## config.mk

```make
export PLATFORM = sky130hd
export DESIGN_NAME = cis_sequencer
export DESIGN_NICKNAME = d
export VERILOG_FILES = /design/src/logic/cis_sequencer.v
export VERILOG_INCLUDE_DIRS = /design/src /design/src/logic
export SDC_FILE = /design/constraint.sdc
export NUM_CORES = 1
export LEC_CHECK = 0
export BUFFER_PORTS_ARGS = -buffer_cell sky130_fd_sc_hd__buf_2
export CORE_UTILIZATION = 30
export CTS_BUF_LIST = sky130_fd_sc_hd__clkbuf_2
export CTS_CLUSTER_SIZE = 40
export DETAILED_ROUTE_END_ITERATION = 10
export MAX_ROUTING_LAYER = met4
export SLEW_MARGIN = 30
export SYNTH_ARGS = -nofsm -noshare
export SYNTH_HDL_FRONTEND = slang
export SYNTH_SLANG_ARGS = --single-unit
```

## constraint.sdc

```tcl
create_clock -name clk -period 5.2 [get_ports clk]
set_input_delay 0.52 -clock clk [delete_from_list [all_inputs] [get_ports clk]]
set_output_delay 0.52 -clock clk [all_outputs]
set_load 0.05 [all_outputs]
```

## src/logic/cis_defines.vh

```
// Shared constants for the interrupt sequencer: register map, bit positions, cycle counts.
`ifndef CIS_DEFINES_VH
`define CIS_DEFINES_VH
`define CIS_AW 8
`define CIS_OFF_FLAGS 8'h00
`define CIS_OFF_ENABLE 8'h04
`define CIS_OFF_CORECTRL 8'h08
`define CIS_OFF_PROCFLAGS 8'h0c
`define CIS_OFF_STATUS 8'h10
`define CIS_OFF_PCSEEN 8'h14
`define CIS_BIT_GIE 7
`define CIS_BIT_VECTOR_TABLE_SELECT 0
`define CIS_RST_PROCFLAGS 8'h00
`define CIS_RST_CORECTRL 1'b0
`define CIS_ENTRY_NS 16
`define CIS_RET_NS 16
`define CIS_SLEEP_NS 16
`define CIS_JUMP_NS 12
`define CIS_CLK_NS 4
`define CIS_ENTRY_CYC ((`CIS_ENTRY_NS + `CIS_CLK_NS - 1) / `CIS_CLK_NS)
`define CIS_RET_CYC ((`CIS_RET_NS + `CIS_CLK_NS - 1) / `CIS_CLK_NS)
`define CIS_SLEEP_CYC ((`CIS_SLEEP_NS + `CIS_CLK_NS - 1) / `CIS_CLK_NS)
`define CIS_JUMP_CYC ((`CIS_JUMP_NS + `CIS_CLK_NS - 1) / `CIS_CLK_NS)
`define CIS_CNTW 4
`define CIS_RESP_OKAY 2'b00
`define CIS_RESP_SLVERR 2'b10
`define CIS_ST_IDLE 3'b001
`define CIS_ST_ENTRY 3'b010
`define CIS_ST_RET 3'b100
`define CIS_ALU_ADD 2'b00
`define CIS_ALU_SUB 2'b01
`define CIS_ALU_AND 2'b10
`define CIS_ALU_OR 2'b11
`endif

```

## src/logic/cis_sequencer.v

```verilog
// Interrupt acceptance and sequencing logic with an AXI4-Lite register slave.
`timescale 1ns/100ps
// Functional notes
// RQ1: Core runs straight on clk, no divider.
// RQ2: Two-operand ALU result written in one cycle.
// RQ3: Take source only if enabled and global enabled.
// RQ4: Reset and every source have own vector.
// RQ5: Lowest vector wins; reset first, then source zero.
// RQ6: Table select moves vectors to boot start.
// RQ7: Boot reset fuse moves reset vector.
// RQ8: Boot lock bits suppress interrupts by program counter.
// RQ9: Acceptance clears global enable.
// RQ10: Software may set global enable for nesting.
// RQ11: Return takes four cycles, pops, sets enable.
// RQ12: Vectoring clears the served event flag.
// RQ13: Writing one to a flag clears it.
// RQ14: Flag stays latched while source disabled.
// RQ15: Latched flags served by priority once enabled.
// RQ16: Condition sources request only while present.
// RQ17: One main instruction runs after return.
// RQ18: Handler software saves the flag register.
// RQ19: Disable instruction blocks same-cycle interrupt.
// RQ20: Instruction after enable runs before interrupt.
// RQ21: Entry takes four cycles pushing program counter.
// RQ22: Multi-cycle instruction completes before service.
// RQ23: Wake from sleep adds four cycles.
// RQ24: Entry push lowers stack pointer by two.
// RQ25: Global enable is flag register bit seven.
// RQ26: Reset clears global enable.
`include "cis_defines.vh"
module cis_sequencer #(
	parameter NSRC = 8,
	parameter IW = 3,
	parameter PCW = 12,
	parameter [31:0] LEVEL_MASK = 32'h00000000,
	parameter [PCW-1:0] BOOT_START = 12'hc00,
	parameter [PCW-1:0] VEC_STEP = 12'h001
) (
	input wire clk,
	input wire reset,
	input wire [`CIS_AW-1:0] s_axi_awaddr,
	input wire s_axi_awvalid,
	output reg s_axi_awready,
	input wire [31:0] s_axi_wdata,
	input wire [3:0] s_axi_wstrb,
	input wire s_axi_wvalid,
	output reg s_axi_wready,
	output reg [1:0] s_axi_bresp,
	output reg s_axi_bvalid,
	input wire s_axi_bready,
	input wire [`CIS_AW-1:0] s_axi_araddr,
	input wire s_axi_arvalid,
	output reg s_axi_arready,
	output reg [31:0] s_axi_rdata,
	output reg [1:0] s_axi_rresp,
	output reg s_axi_rvalid,
	input wire s_axi_rready,
	input wire [NSRC-1:0] srcIn,
	input wire instrBoundary,
	input wire instrCli,
	input wire instrSei,
	input wire instrReti,
	input wire sleepReady,
	input wire [PCW-1:0] programCounter,
	input wire bootResetFuse,
	input wire appBootLockBit,
	input wire bootSectionLockBit,
	input wire aluGo,
	input wire [1:0] aluOp,
	input wire [7:0] aluA,
	input wire [7:0] aluB,
	output reg busy_q,
	output reg irqTaken_q,
	output reg [PCW-1:0] vectorAddr_q,
	output reg pushActive_q,
	output reg spDecTwo_q,
	output reg pcLoad_q,
	output reg popActive_q,
	output reg spIncTwo_q,
	output reg retDone_q,
	output reg [PCW-1:0] resetVector_q,
	output reg globalEnable_q,
	output reg [7:0] aluResult_q,
	output reg aluWrite_q
);
	localparam [NSRC-1:0] LVL = LEVEL_MASK[NSRC-1:0];
	localparam integer ENTRY_I = `CIS_ENTRY_CYC;
	localparam integer RET_I = `CIS_RET_CYC;
	localparam integer SLEEP_I = `CIS_SLEEP_CYC;
	localparam [`CIS_CNTW-1:0] ENTRY_N = ENTRY_I[`CIS_CNTW-1:0];
	localparam [`CIS_CNTW-1:0] RET_N = RET_I[`CIS_CNTW-1:0];
	localparam [`CIS_CNTW-1:0] SLEEP_N = SLEEP_I[`CIS_CNTW-1:0];
	localparam [7:0] RST_FLAGS = `CIS_RST_PROCFLAGS;
	localparam [`CIS_CNTW-1:0] ONE = 4'h1;

	reg [NSRC-1:0] flag_q;
	reg [NSRC-1:0] enable_q;
	reg vectorTableSelect_q;
	reg [6:0] procFlagsLow_q;
	reg [2:0] state_q;
	reg [`CIS_CNTW-1:0] count_q;
	reg inhibit_q;
	reg [IW-1:0] lastIdx_q;
	reg [PCW-1:0] pcSeen_q;
	reg strapDone_q;
	reg [`CIS_AW-1:0] awAddr_q;
	reg awHave_q;
	reg [31:0] wData_q;
	reg [3:0] wStrb_q;
	reg wHave_q;

	reg [NSRC-1:0] pending;
	reg [NSRC-1:0] request;
	reg [NSRC-1:0] hwClear;
	reg [IW-1:0] winIdx;
	reg found;
	reg lockSuppress;
	reg takeAtBoundary;
	reg takeFromSleep;
	reg accept;
	reg [PCW-1:0] vecBase;
	reg [PCW-1:0] vecCalc;
	reg [31:0] readData;
	reg readHit;
	reg writeHit;
	integer i;

	wire wrCommit = awHave_q && wHave_q && !s_axi_bvalid;
	wire wrLane0 = wrCommit && wStrb_q[0];
	wire wrFlags = wrLane0 && awAddr_q == `CIS_OFF_FLAGS;
	wire wrEnable = wrLane0 && awAddr_q == `CIS_OFF_ENABLE;
	wire wrCtrl = wrLane0 && awAddr_q == `CIS_OFF_CORECTRL;
	wire wrProc = wrLane0 && awAddr_q == `CIS_OFF_PROCFLAGS;
	wire inBoot = programCounter >= BOOT_START;
	wire retLast = state_q == `CIS_ST_RET && count_q == ONE;

	always @* begin
		pending = (flag_q & ~LVL) | (srcIn & LVL); // RQ16
		request = pending & enable_q; // RQ3 RQ14
		winIdx = {IW{1'b0}};
		found = 1'b0;
		for (i = NSRC - 1; i >= 0; i = i - 1) begin
			if (request[i]) begin
				winIdx = i[IW-1:0]; // RQ5
				found = 1'b1;
			end
		end
		lockSuppress = (appBootLockBit && !inBoot && vectorTableSelect_q) ||
			(bootSectionLockBit && inBoot && !vectorTableSelect_q); // RQ8
		takeAtBoundary = instrBoundary && !inhibit_q; // RQ17 RQ20 RQ22
		takeFromSleep = sleepReady;
		accept = state_q == `CIS_ST_IDLE && found && globalEnable_q && !instrCli &&
			!lockSuppress && (takeAtBoundary || takeFromSleep); // RQ3 RQ15 RQ19
		hwClear = {NSRC{1'b0}};
		if (accept) begin
			hwClear[winIdx] = !LVL[winIdx]; // RQ12
		end
		vecBase = vectorTableSelect_q ? BOOT_START : {PCW{1'b0}}; // RQ6
		vecCalc = vecBase + ({{(PCW-IW){1'b0}}, winIdx} + {{(PCW-1){1'b0}}, 1'b1}) *
			VEC_STEP; // RQ4
	end

	always @(posedge clk or posedge reset) begin
		if (reset) begin
			flag_q <= {NSRC{1'b0}};
		end else begin
			flag_q <= (flag_q & ~hwClear & ~(wrFlags ? wData_q[NSRC-1:0] : {NSRC{1'b0}})) |
				(srcIn & ~LVL); // RQ13 RQ14
		end
	end

	always @(posedge clk or posedge reset) begin
		if (reset) begin
			enable_q <= {NSRC{1'b0}};
			vectorTableSelect_q <= `CIS_RST_CORECTRL;
			procFlagsLow_q <= 7'h00;
		end else begin
			if (wrEnable) begin
				enable_q <= wData_q[NSRC-1:0];
			end
			if (wrCtrl) begin
				vectorTableSelect_q <= wData_q[`CIS_BIT_VECTOR_TABLE_SELECT];
			end
			if (wrProc) begin
				procFlagsLow_q <= wData_q[6:0];
			end
		end
	end

	// The global enable: hardware acceptance clears it and wins over a software write.
	always @(posedge clk or posedge reset) begin
		if (reset) begin
			globalEnable_q <= RST_FLAGS[`CIS_BIT_GIE]; // RQ26
		end else if (accept) begin
			globalEnable_q <= 1'b0; // RQ9
		end else if (instrCli) begin
			globalEnable_q <= 1'b0; // RQ19
		end else if (retLast || instrSei) begin
			globalEnable_q <= 1'b1; // RQ11 RQ20
		end else if (wrProc) begin
			globalEnable_q <= wData_q[`CIS_BIT_GIE]; // RQ10 RQ25
		end
	end

	// Holds off service for exactly one instruction after return or enable.
	always @(posedge clk or posedge reset) begin
		if (reset) begin
			inhibit_q <= 1'b0;
		end else if (retLast || (instrSei && !globalEnable_q)) begin
			inhibit_q <= 1'b1; // RQ17 RQ20
		end else if (instrBoundary) begin
			inhibit_q <= 1'b0;
		end
	end

	// Sequencer: entry pushes the return address, return pops it.
	always @(posedge clk or posedge reset) begin
		if (reset) begin
			state_q <= `CIS_ST_IDLE;
			count_q <= {`CIS_CNTW{1'b0}};
			busy_q <= 1'b0;
			irqTaken_q <= 1'b0;
			vectorAddr_q <= {PCW{1'b0}};
			pushActive_q <= 1'b0;
			spDecTwo_q <= 1'b0;
			pcLoad_q <= 1'b0;
			popActive_q <= 1'b0;
			spIncTwo_q <= 1'b0;
			retDone_q <= 1'b0;
			lastIdx_q <= {IW{1'b0}};
			pcSeen_q <= {PCW{1'b0}};
		end else begin
			irqTaken_q <= 1'b0;
			spDecTwo_q <= 1'b0;
			pcLoad_q <= 1'b0;
			spIncTwo_q <= 1'b0;
			retDone_q <= 1'b0;
			case (state_q)
				`CIS_ST_IDLE: begin
					if (accept) begin
						state_q <= `CIS_ST_ENTRY;
						count_q <= takeAtBoundary ? ENTRY_N : ENTRY_N + SLEEP_N; // RQ21 RQ23
						busy_q <= 1'b1;
						irqTaken_q <= 1'b1;
						vectorAddr_q <= vecCalc; // RQ4 RQ5 RQ6
						pushActive_q <= 1'b1;
						spDecTwo_q <= 1'b1; // RQ24
						lastIdx_q <= winIdx;
						pcSeen_q <= programCounter;
					end else if (instrReti) begin
						state_q <= `CIS_ST_RET;
						count_q <= RET_N; // RQ11
						busy_q <= 1'b1;
						popActive_q <= 1'b1;
						spIncTwo_q <= 1'b1; // RQ11
					end
				end
				`CIS_ST_ENTRY: begin
					count_q <= count_q - ONE;
					if (count_q == ONE) begin
						state_q <= `CIS_ST_IDLE;
						busy_q <= 1'b0;
						pushActive_q <= 1'b0;
						pcLoad_q <= 1'b1; // RQ21
					end
				end
				`CIS_ST_RET: begin
					count_q <= count_q - ONE;
					if (count_q == ONE) begin
						state_q <= `CIS_ST_IDLE;
						busy_q <= 1'b0;
						popActive_q <= 1'b0;
						retDone_q <= 1'b1; // RQ11
					end
				end
				default: begin
					state_q <= `CIS_ST_IDLE;
					busy_q <= 1'b0;
					pushActive_q <= 1'b0;
					popActive_q <= 1'b0;
				end
			endcase
		end
	end

	// The fuse is sampled once, after reset is released.
	always @(posedge clk or posedge reset) begin
		if (reset) begin
			strapDone_q <= 1'b0;
			resetVector_q <= {PCW{1'b0}};
		end else if (!strapDone_q) begin
			strapDone_q <= 1'b1;
			resetVector_q <= bootResetFuse ? BOOT_START : {PCW{1'b0}}; // RQ7
		end
	end

	// The core logic runs on clk directly; there is no divided clock.
	always @(posedge clk or posedge reset) begin // RQ1
		if (reset) begin
			aluResult_q <= 8'h00;
			aluWrite_q <= 1'b0;
		end else begin
			aluWrite_q <= aluGo; // RQ2
			if (aluGo) begin
				case (aluOp)
					`CIS_ALU_ADD: aluResult_q <= aluA + aluB; // RQ2
					`CIS_ALU_SUB: aluResult_q <= aluA - aluB;
					`CIS_ALU_AND: aluResult_q <= aluA & aluB;
					default: aluResult_q <= aluA | aluB;
				endcase
			end
		end
	end

	// Write side: address and data are taken in either order; the response follows both.
	always @(posedge clk or posedge reset) begin
		if (reset) begin
			s_axi_awready <= 1'b1;
			s_axi_wready <= 1'b1;
			s_axi_bvalid <= 1'b0;
			s_axi_bresp <= `CIS_RESP_OKAY;
			awHave_q <= 1'b0;
			wHave_q <= 1'b0;
			awAddr_q <= {`CIS_AW{1'b0}};
			wData_q <= 32'h00000000;
			wStrb_q <= 4'h0;
		end else begin
			if (s_axi_awvalid && s_axi_awready) begin
				awAddr_q <= s_axi_awaddr;
				awHave_q <= 1'b1;
				s_axi_awready <= 1'b0;
			end
			if (s_axi_wvalid && s_axi_wready) begin
				wData_q <= s_axi_wdata;
				wStrb_q <= s_axi_wstrb;
				wHave_q <= 1'b1;
				s_axi_wready <= 1'b0;
			end
			if (wrCommit) begin
				s_axi_bvalid <= 1'b1;
				s_axi_bresp <= writeHit ? `CIS_RESP_OKAY : `CIS_RESP_SLVERR;
				awHave_q <= 1'b0;
				wHave_q <= 1'b0;
			end
			if (s_axi_bvalid && s_axi_bready) begin
				s_axi_bvalid <= 1'b0;
				s_axi_awready <= 1'b1;
				s_axi_wready <= 1'b1;
			end
		end
	end

	always @* begin
		writeHit = awAddr_q == `CIS_OFF_FLAGS || awAddr_q == `CIS_OFF_ENABLE ||
			awAddr_q == `CIS_OFF_CORECTRL || awAddr_q == `CIS_OFF_PROCFLAGS ||
			awAddr_q == `CIS_OFF_STATUS || awAddr_q == `CIS_OFF_PCSEEN;
		readData = 32'h00000000;
		readHit = 1'b1;
		case (s_axi_araddr)
			`CIS_OFF_FLAGS: readData[NSRC-1:0] = pending;
			`CIS_OFF_ENABLE: readData[NSRC-1:0] = enable_q;
			`CIS_OFF_CORECTRL: readData[`CIS_BIT_VECTOR_TABLE_SELECT] = vectorTableSelect_q;
			`CIS_OFF_PROCFLAGS: readData[7:0] = {globalEnable_q, procFlagsLow_q}; // RQ25
			`CIS_OFF_STATUS: begin
				readData[2:0] = state_q;
				readData[3] = inhibit_q;
				readData[IW+7:8] = lastIdx_q;
			end
			`CIS_OFF_PCSEEN: readData[PCW-1:0] = pcSeen_q;
			default: readHit = 1'b0;
		endcase
	end

	// Read side: one cycle from address handshake to valid data.
	always @(posedge clk or posedge reset) begin
		if (reset) begin
			s_axi_arready <= 1'b1;
			s_axi_rvalid <= 1'b0;
			s_axi_rdata <= 32'h00000000;
			s_axi_rresp <= `CIS_RESP_OKAY;
		end else begin
			if (s_axi_arvalid && s_axi_arready) begin
				s_axi_arready <= 1'b0;
				s_axi_rvalid <= 1'b1;
				s_axi_rdata <= readData;
				s_axi_rresp <= readHit ? `CIS_RESP_OKAY : `CIS_RESP_SLVERR;
			end else if (s_axi_rvalid && s_axi_rready) begin
				s_axi_rvalid <= 1'b0;
				s_axi_arready <= 1'b1;
			end
		end
	end
endmodule // cis_sequencer

```

==> results of run 1 <==
## cells by family (layout without fill, tap and decap cells)
kind of cell               Yosys count  in the layout  synth area share (%)
AOI/OAI and AO/OA                  101            101                  11.8
xor gates and xnor gates            13             13                  1.98
adders and majority gates           20             20                  4.23
buffers and inverters               82            201                  8.24
DFF                                109            109                  47.6
muxes                               52             52                  10.8
other                                2             40                 0.131
and+or+nand+nor                    189            189                  15.2
## synthesized netlist by cell type (2+ instances only)
cell and instances:
o21ai_0 26, and3_1 5, a31oi_1 7, nand2b_1 6, xnor2_1 10, nor3b_1 2, inv_1 24, buf_4 41
a21oi_1 21, ha_1 13, a21o_1 3, and2_1 3, nand3b_1 2, nand2_1 96, clkbuf_1 11, mux2_2 37
o21a_1 3, buf_2 3, a22oi_1 9, mux2i_1 11, nor2_1 35, nand3_1 11, nor4_1 2, nor3_1 9
nor2b_1 9, a211o_1 2, a31o_2 5, conb_1 2, dfrtp_1 105, xor2_1 3, a32oi_1 3, dfstp_2 4
maj3_1 6, nor3b_4 2, a22o_1 8, mux4_2 4
## layer usage
metal | up-vias | part of all wire (%) | global-route usage, %
li1 | 2197 | - | -
met5 | - | 0 | -
met2 | 128 | 47 | 23.1
met4 | 0 | 1.6 | 5.61
met1 | 2070 | 47 | 19.1
met3 | 15 | 4.8 | 2.56
## critical path, cell delays in order (launching register included)
cell and delay, ns:
dfstp_2 0.64, nor3b_4 0.29, o2111ai_2 0.26, nor2_4 0.25, nand2_4 0.23, inv_2 0.38
o21ai_2 0.15, mux2_2 0.29, a211o_1 0.29
## worst paths after layout
kind	startpoint	to	slack, ns	cells past startpoint
max in group asynchronous	reset	procFlagsLow_q[5]	3.82	4
min in group asynchronous	reset	aluWrite_q	0.45	3
worst max-delay path	state_q[0]	count_q[3]	2.34	8
worst min register to register	s_axi_rdata[9]	s_axi_rdata[9]	0.51	2
worst min-delay path	programCounter[11]	pcSeen_q[11]	0.05	3
worst max register to register	state_q[0]	count_q[3]	2.34	8
## through the flow
step / hold WS (ns) / total power (W)
after detailed placement: 0.463 / 0.00210
after CTS: 0.000911 / 0.00256
final: 0.0528 / 0.00253
after floorplan: 0.440 / 0.00190
after global routing: 0.00158 / 0.00269
after global placement: 0.457 / 0.00208
## what timing repair did
action	CTS	global route
endpoints found under the setup margin	0	0
hold buffers	35	1
endpoints found under the hold margin	42	1
## power groups by stage
stage | logic [W] | registers (W) | clock network [W]
2_1_floorplan | 0.000537 | 0.00136 | 0
3_3_place_gp | 0.000847 | 0.00123 | 0
3_5_place_dp | 0.000863 | 0.00124 | 0
4_1_cts | 0.000891 | 0.00122 | 0.000448
5_1_grt | 0.000967 | 0.00125 | 0.000479
6_report | 0.000883 | 0.00122 | 0.000430
## cell type report
cell class	count	area [sq um]	share of cell area, %
diodes	1	2.50	0.0362
clock buffers	9	45.0	0.651
clock inverters	7	83.8	1.21
inverters	25	98.8	1.43
multi-input cells	414	2680	38.7
flip-flops and latches	109	2730	39.5
well taps	234	293	4.23
repair buffers	160	983	14.2
## flip-flops by register name, summed over array words and instances, names as in the netlist, 5 cells and up
register	cells
pcSeen_q	12
s_axi_rdata	12
aluResult_q	8
awAddr_q	8
enable_q	8
flag_q	8
wData_q	8
procFlagsLow_q	7
vectorAddr_q	5
==> flow_summary.json, run 1 <==
{
  "p_int_w": 0.00148,
  "synth_cells": 568,
  "ys_seq_elements": 109,
  "avgViaCountPerCell": 4.60,
  "yosysWarnings": 0,
  "io_pins": 189,
  "p_leak_nw": 3.39,
  "hold_viol": 0,
  "drv_slew": 0,
  "port-buffer-count": 123,
  "setup_violations": 0,
  "core-area_sq_um": 18700,
  "cp-end-kind": "register",
  "criticalPathCategory": "reg2reg",
  "area_growth_syn_to_layout_pct": 20.5,
  "final_common_cell": "buf_2",
  "first_pass_iters": 4,
  "wirelength_mm": 13.8,
  "seqPwrFrac_pct": 48.1,
  "instances_no_fill": 959,
  "grt_pass1_wl_mm": 21.7,
  "cts.sink_count": 109,
  "cts.htree.levels": 3,
  "antenna_left": 0,
  "drc": 0,
  "synth_top_area_share_pct": 45.8,
  "die_area_sq_um": 19700,
  "grtUsageTotal_pct": 14.8,
  "run_status": "finished, final reports clean",
  "rsz0062_at_grt": "false",
  "synth_area_sq_um": 5740,
  "switching_power_w": 0.00105,
  "pwr-share-comb_pct": 34.9,
  "cp-start-kind": "register",
  "vias": 4410,
  "ctsResizeCount": 0,
  "detail_route.wl_per_cell_um": 14.4,
  "yosysTopAreaCell": "dfrtp_1",
  "synth.avg_cell_area_sq_um": 10.1,
  "peakVddDrop_mv": 0.107,
  "post_cts.repair.setup_buffers": 0,
  "period_needed_ns": 2.86,
  "drive_above_1_share_pct": 27.8,
  "ys_seq_area_share_pct": 47.6,
  "cts_root_buf": "clkbuf_2",
  "dpl_cell_area_sq_um": 6420,
  "clock_skew_ns": 0.0658,
  "cts_tree": "yes",
  "final_area_sq_um": 6920,
  "clk_latency_ns": 0.69,
  "grt_pass1_vias": 4147,
  "pre_cts_ws_ns": 2.20,
  "synthFlopType": "dfrtp_1",
  "clkPwrFrac_pct": 17.0,
  "die_x_um": 140,
  "setup_tns_ns": 0,
  "initial_utilization_pct": 30.7,
  "clkTransAtPathRegs_ns": 0.33,
  "hp-class": "in2reg",
  "relSlewSlack_pct": 51.9,
  "setup_ws_ns": 2.34,
  "grt_max_degree": 73,
  "powerDensity_nw_per_um2": 366,
  "post-route-period-util_pct": 54.9,
  "crit_arrival_ns": 3.44,
  "synthArstFlopShare_pct": 100,
  "final_util_pct": 37.0,
  "antenna_found_initial": 1,
  "numPlacedInstances": 906,
  "fill_cells": 1882,
  "cts_buffer_depth": 2,
  "synth_edf_count": 0,
  "switching_share_pct": 41.6,
  "place.gp.congestion": 0.825,
  "maxCapViolCount": 0,
  "place_hpwl_mm": 10.1,
  "crit_fanout": 27,
  "num_rows": 50,
  "synth_area_leaders": "dfrtp_1 (46%), mux2_2 (7.3%), nand2_1 (6.3%), buf_4 (5.4%), ha_1 (2.8%)",
  "cts_made_buffers": 9,
  "worst_pin_slew_ns": 0.715,
  "timing.fmax_mhz": 350,
  "synth.distinct_cells": 61,
  "layout.cells.most_common_list": "buf_2 (123), dfrtp_1 (105), nand2_1 (96), conb_1 (39), mux2_2 (37)",
  "cp.required_ns": 5.78,
  "dieHeight_um": 140,
  "grt_overflow": 0,
  "nets": 839,
  "drtIter0Drc": 184
}
Power figures use the tool's default switching activity.
==> run 2, diff against run 1 <==
Clock period 5.2 ns to 2.3 ns, I/O delays scaled along.
==> flow_summary.json, run 2 (synthesis gave the netlist of run 1 again) <==
{
  "cts_root_buf": "clkbuf_2",
  "run_status": "finished, final reports clean",
  "switching_share_pct": 39.0,
  "place_hpwl_mm": 10.7,
  "instances_no_fill": 1018,
  "cts.sink_count": 109,
  "drtIter0Drc": 224,
  "grt_pass1_vias": 4431,
  "nets": 898,
  "clkTransAtPathRegs_ns": 0.31,
  "core-area_sq_um": 18700,
  "antenna_left": 0,
  "finalPower_w": 0.00593,
  "final_common_cell": "buf_2",
  "worst_pin_slew_ns": 0.799,
  "clock_skew_ns": 0.0407,
  "place.gp.congestion": 0.826,
  "grt_pass1_wl_mm": 22.4,
  "area_growth_syn_to_layout_pct": 29.9,
  "pwr-share-comb_pct": 36.1,
  "p_leak_nw": 3.66,
  "clkPwrFrac_pct": 17.3,
  "ff_latch_area_sq_um": 2730,
  "cts_buffer_depth": 2,
  "detail_route.wl_per_cell_um": 13.9,
  "final_area_sq_um": 7460,
  "cts.htree.levels": 3,
  "die_area_sq_um": 19700,
  "cp-end-kind": "register",
  "cp-start-kind": "register",
  "top_regs": "pcSeen_q: 12 flops, s_axi_rdata: 12 flops",
  "io_pins": 189,
  "dieHeight_um": 140,
  "first_pass_iters": 7,
  "hp-class": "in2reg",
  "layout.cells.most_common_list": "buf_2 (123), dfrtp_1 (105), nand2_1 (96), dlygate4sd3_1 (62), conb_1 (39)",
  "hold_ws_ns": 0.0718,
  "crit_arrival_ns": 2.69,
  "seqPwrFrac_pct": 46.5,
  "vias": 4645,
  "avgViaCountPerCell": 4.56,
  "hold_viol": 0,
  "num_rows": 50,
  "cp.required_ns": 2.83,
  "rsz0062_at_grt": "false",
  "numPlacedInstances": 936,
  "period_needed_ns": 2.16,
  "cts_made_buffers": 9,
  "die_x_um": 140,
  "drv_slew": 0,
  "timing.fmax_mhz": 463,
  "port-buffer-count": 123,
  "crit_fanout": 8,
  "criticalPathCategory": "reg2reg",
  "wirelength_mm": 14.1,
  "maxCapViolCount": 0,
  "peakVddDrop_mv": 0.269,
  "drive_above_1_share_pct": 29.8,
  "fill_cells": 1876,
  "setup_violations": 0,
  "clk_latency_ns": 0.63,
  "post-route-period-util_pct": 94.0,
  "multiInputGateArea_sq_um": 2670,
  "switching_power_w": 0.00231,
  "powerDensity_nw_per_um2": 795,
  "drc": 0,
  "grt_max_degree": 35,
  "cts_tree": "yes",
  "relSlewSlack_pct": 46.6,
  "grtUsageTotal_pct": 15.1,
  "initial_utilization_pct": 30.7,
  "p_int_w": 0.00362,
  "antenna_found_initial": 1,
  "grt_overflow": 0,
  "dpl_cell_area_sq_um": 6670,
  "setup_tns_ns": 0
}
-- run 2: path summary, 6_finish.rpt --
| kind | cells past startpoint | endpoint | slack [ns] | start |
|---|---|---|---|---|
| worst max-delay path | 7 | flag_q[0] | 0.14 | awAddr_q[1] |
| worst min-delay path | 4 | aluResult_q[4] | 0.07 | aluA[4] |
| worst max register to register | 7 | flag_q[0] | 0.14 | awAddr_q[1] |
| worst min register to register | 2 | s_axi_rdata[2] | 0.51 | s_axi_rdata[2] |
| max in group asynchronous | 4 | state_q[0] | 1.37 | reset |
| min in group asynchronous | 3 | aluWrite_q | 0.22 | reset |
-- run 2: layout make-up --
class	count	share of cell area [%]
Antenna cell	1	0.0336
Clock buffer	9	0.604
Clock inverter	7	1.31
Inverter	25	1.31
Multi-Input combinational cell	414	35.8
Sequential cell	109	36.7
Tap cell	234	3.93
Timing Repair Buffer	219	20.3
-- run 2: worst max-delay path, cell delays in order, from the launching register on --
cell,delay (ns)
dfrtp_1,0.45
or4_1,0.52
nor2_1,0.13
and4b_1,0.27
nor3b_4,0.19
buf_4,0.19
nand2_1,0.07
a31o_2,0.24
-- run 2: per-layer routing --
metal,part of all wire [%],up-vias,wire (um),global-route usage [%]
met5,0,-,0,-
met4,1.6,0,222,5.49
met3,4.9,14,691,2.36
met2,46,144,6550,24.2
met1,47,2182,6670,19.4
li1,-,2305,-,-
-- run 2: power by group through the flow --
stage	Combinational [W]	Sequential, W	Clock, W
6_report	0.00214	0.00276	0.00103
5_1_grt	0.00234	0.00283	0.00113
4_1_cts	0.00213	0.00277	0.00107
3_5_place_dp	0.00203	0.00281	0
3_3_place_gp	0.00199	0.00279	0
2_1_floorplan	0.00121	0.00307	0
-- run 2: timing repair --
item	in CTS	in global routing
hold endpoints to repair	90	0
buffers inserted	0	3
gates resized for setup	0	0
hold buffers	62	0
endpoints found under the setup margin	0	9
-- run 2: stage by stage --
step	setup slack, ns	util, %
floorplan	0.0757	-
global placement	-0.0191	35.6
detailed placement	-0.0553	35.6
CTS	0.0218	39.7
global route	0.00117	39.9
finish	0.138	39.9
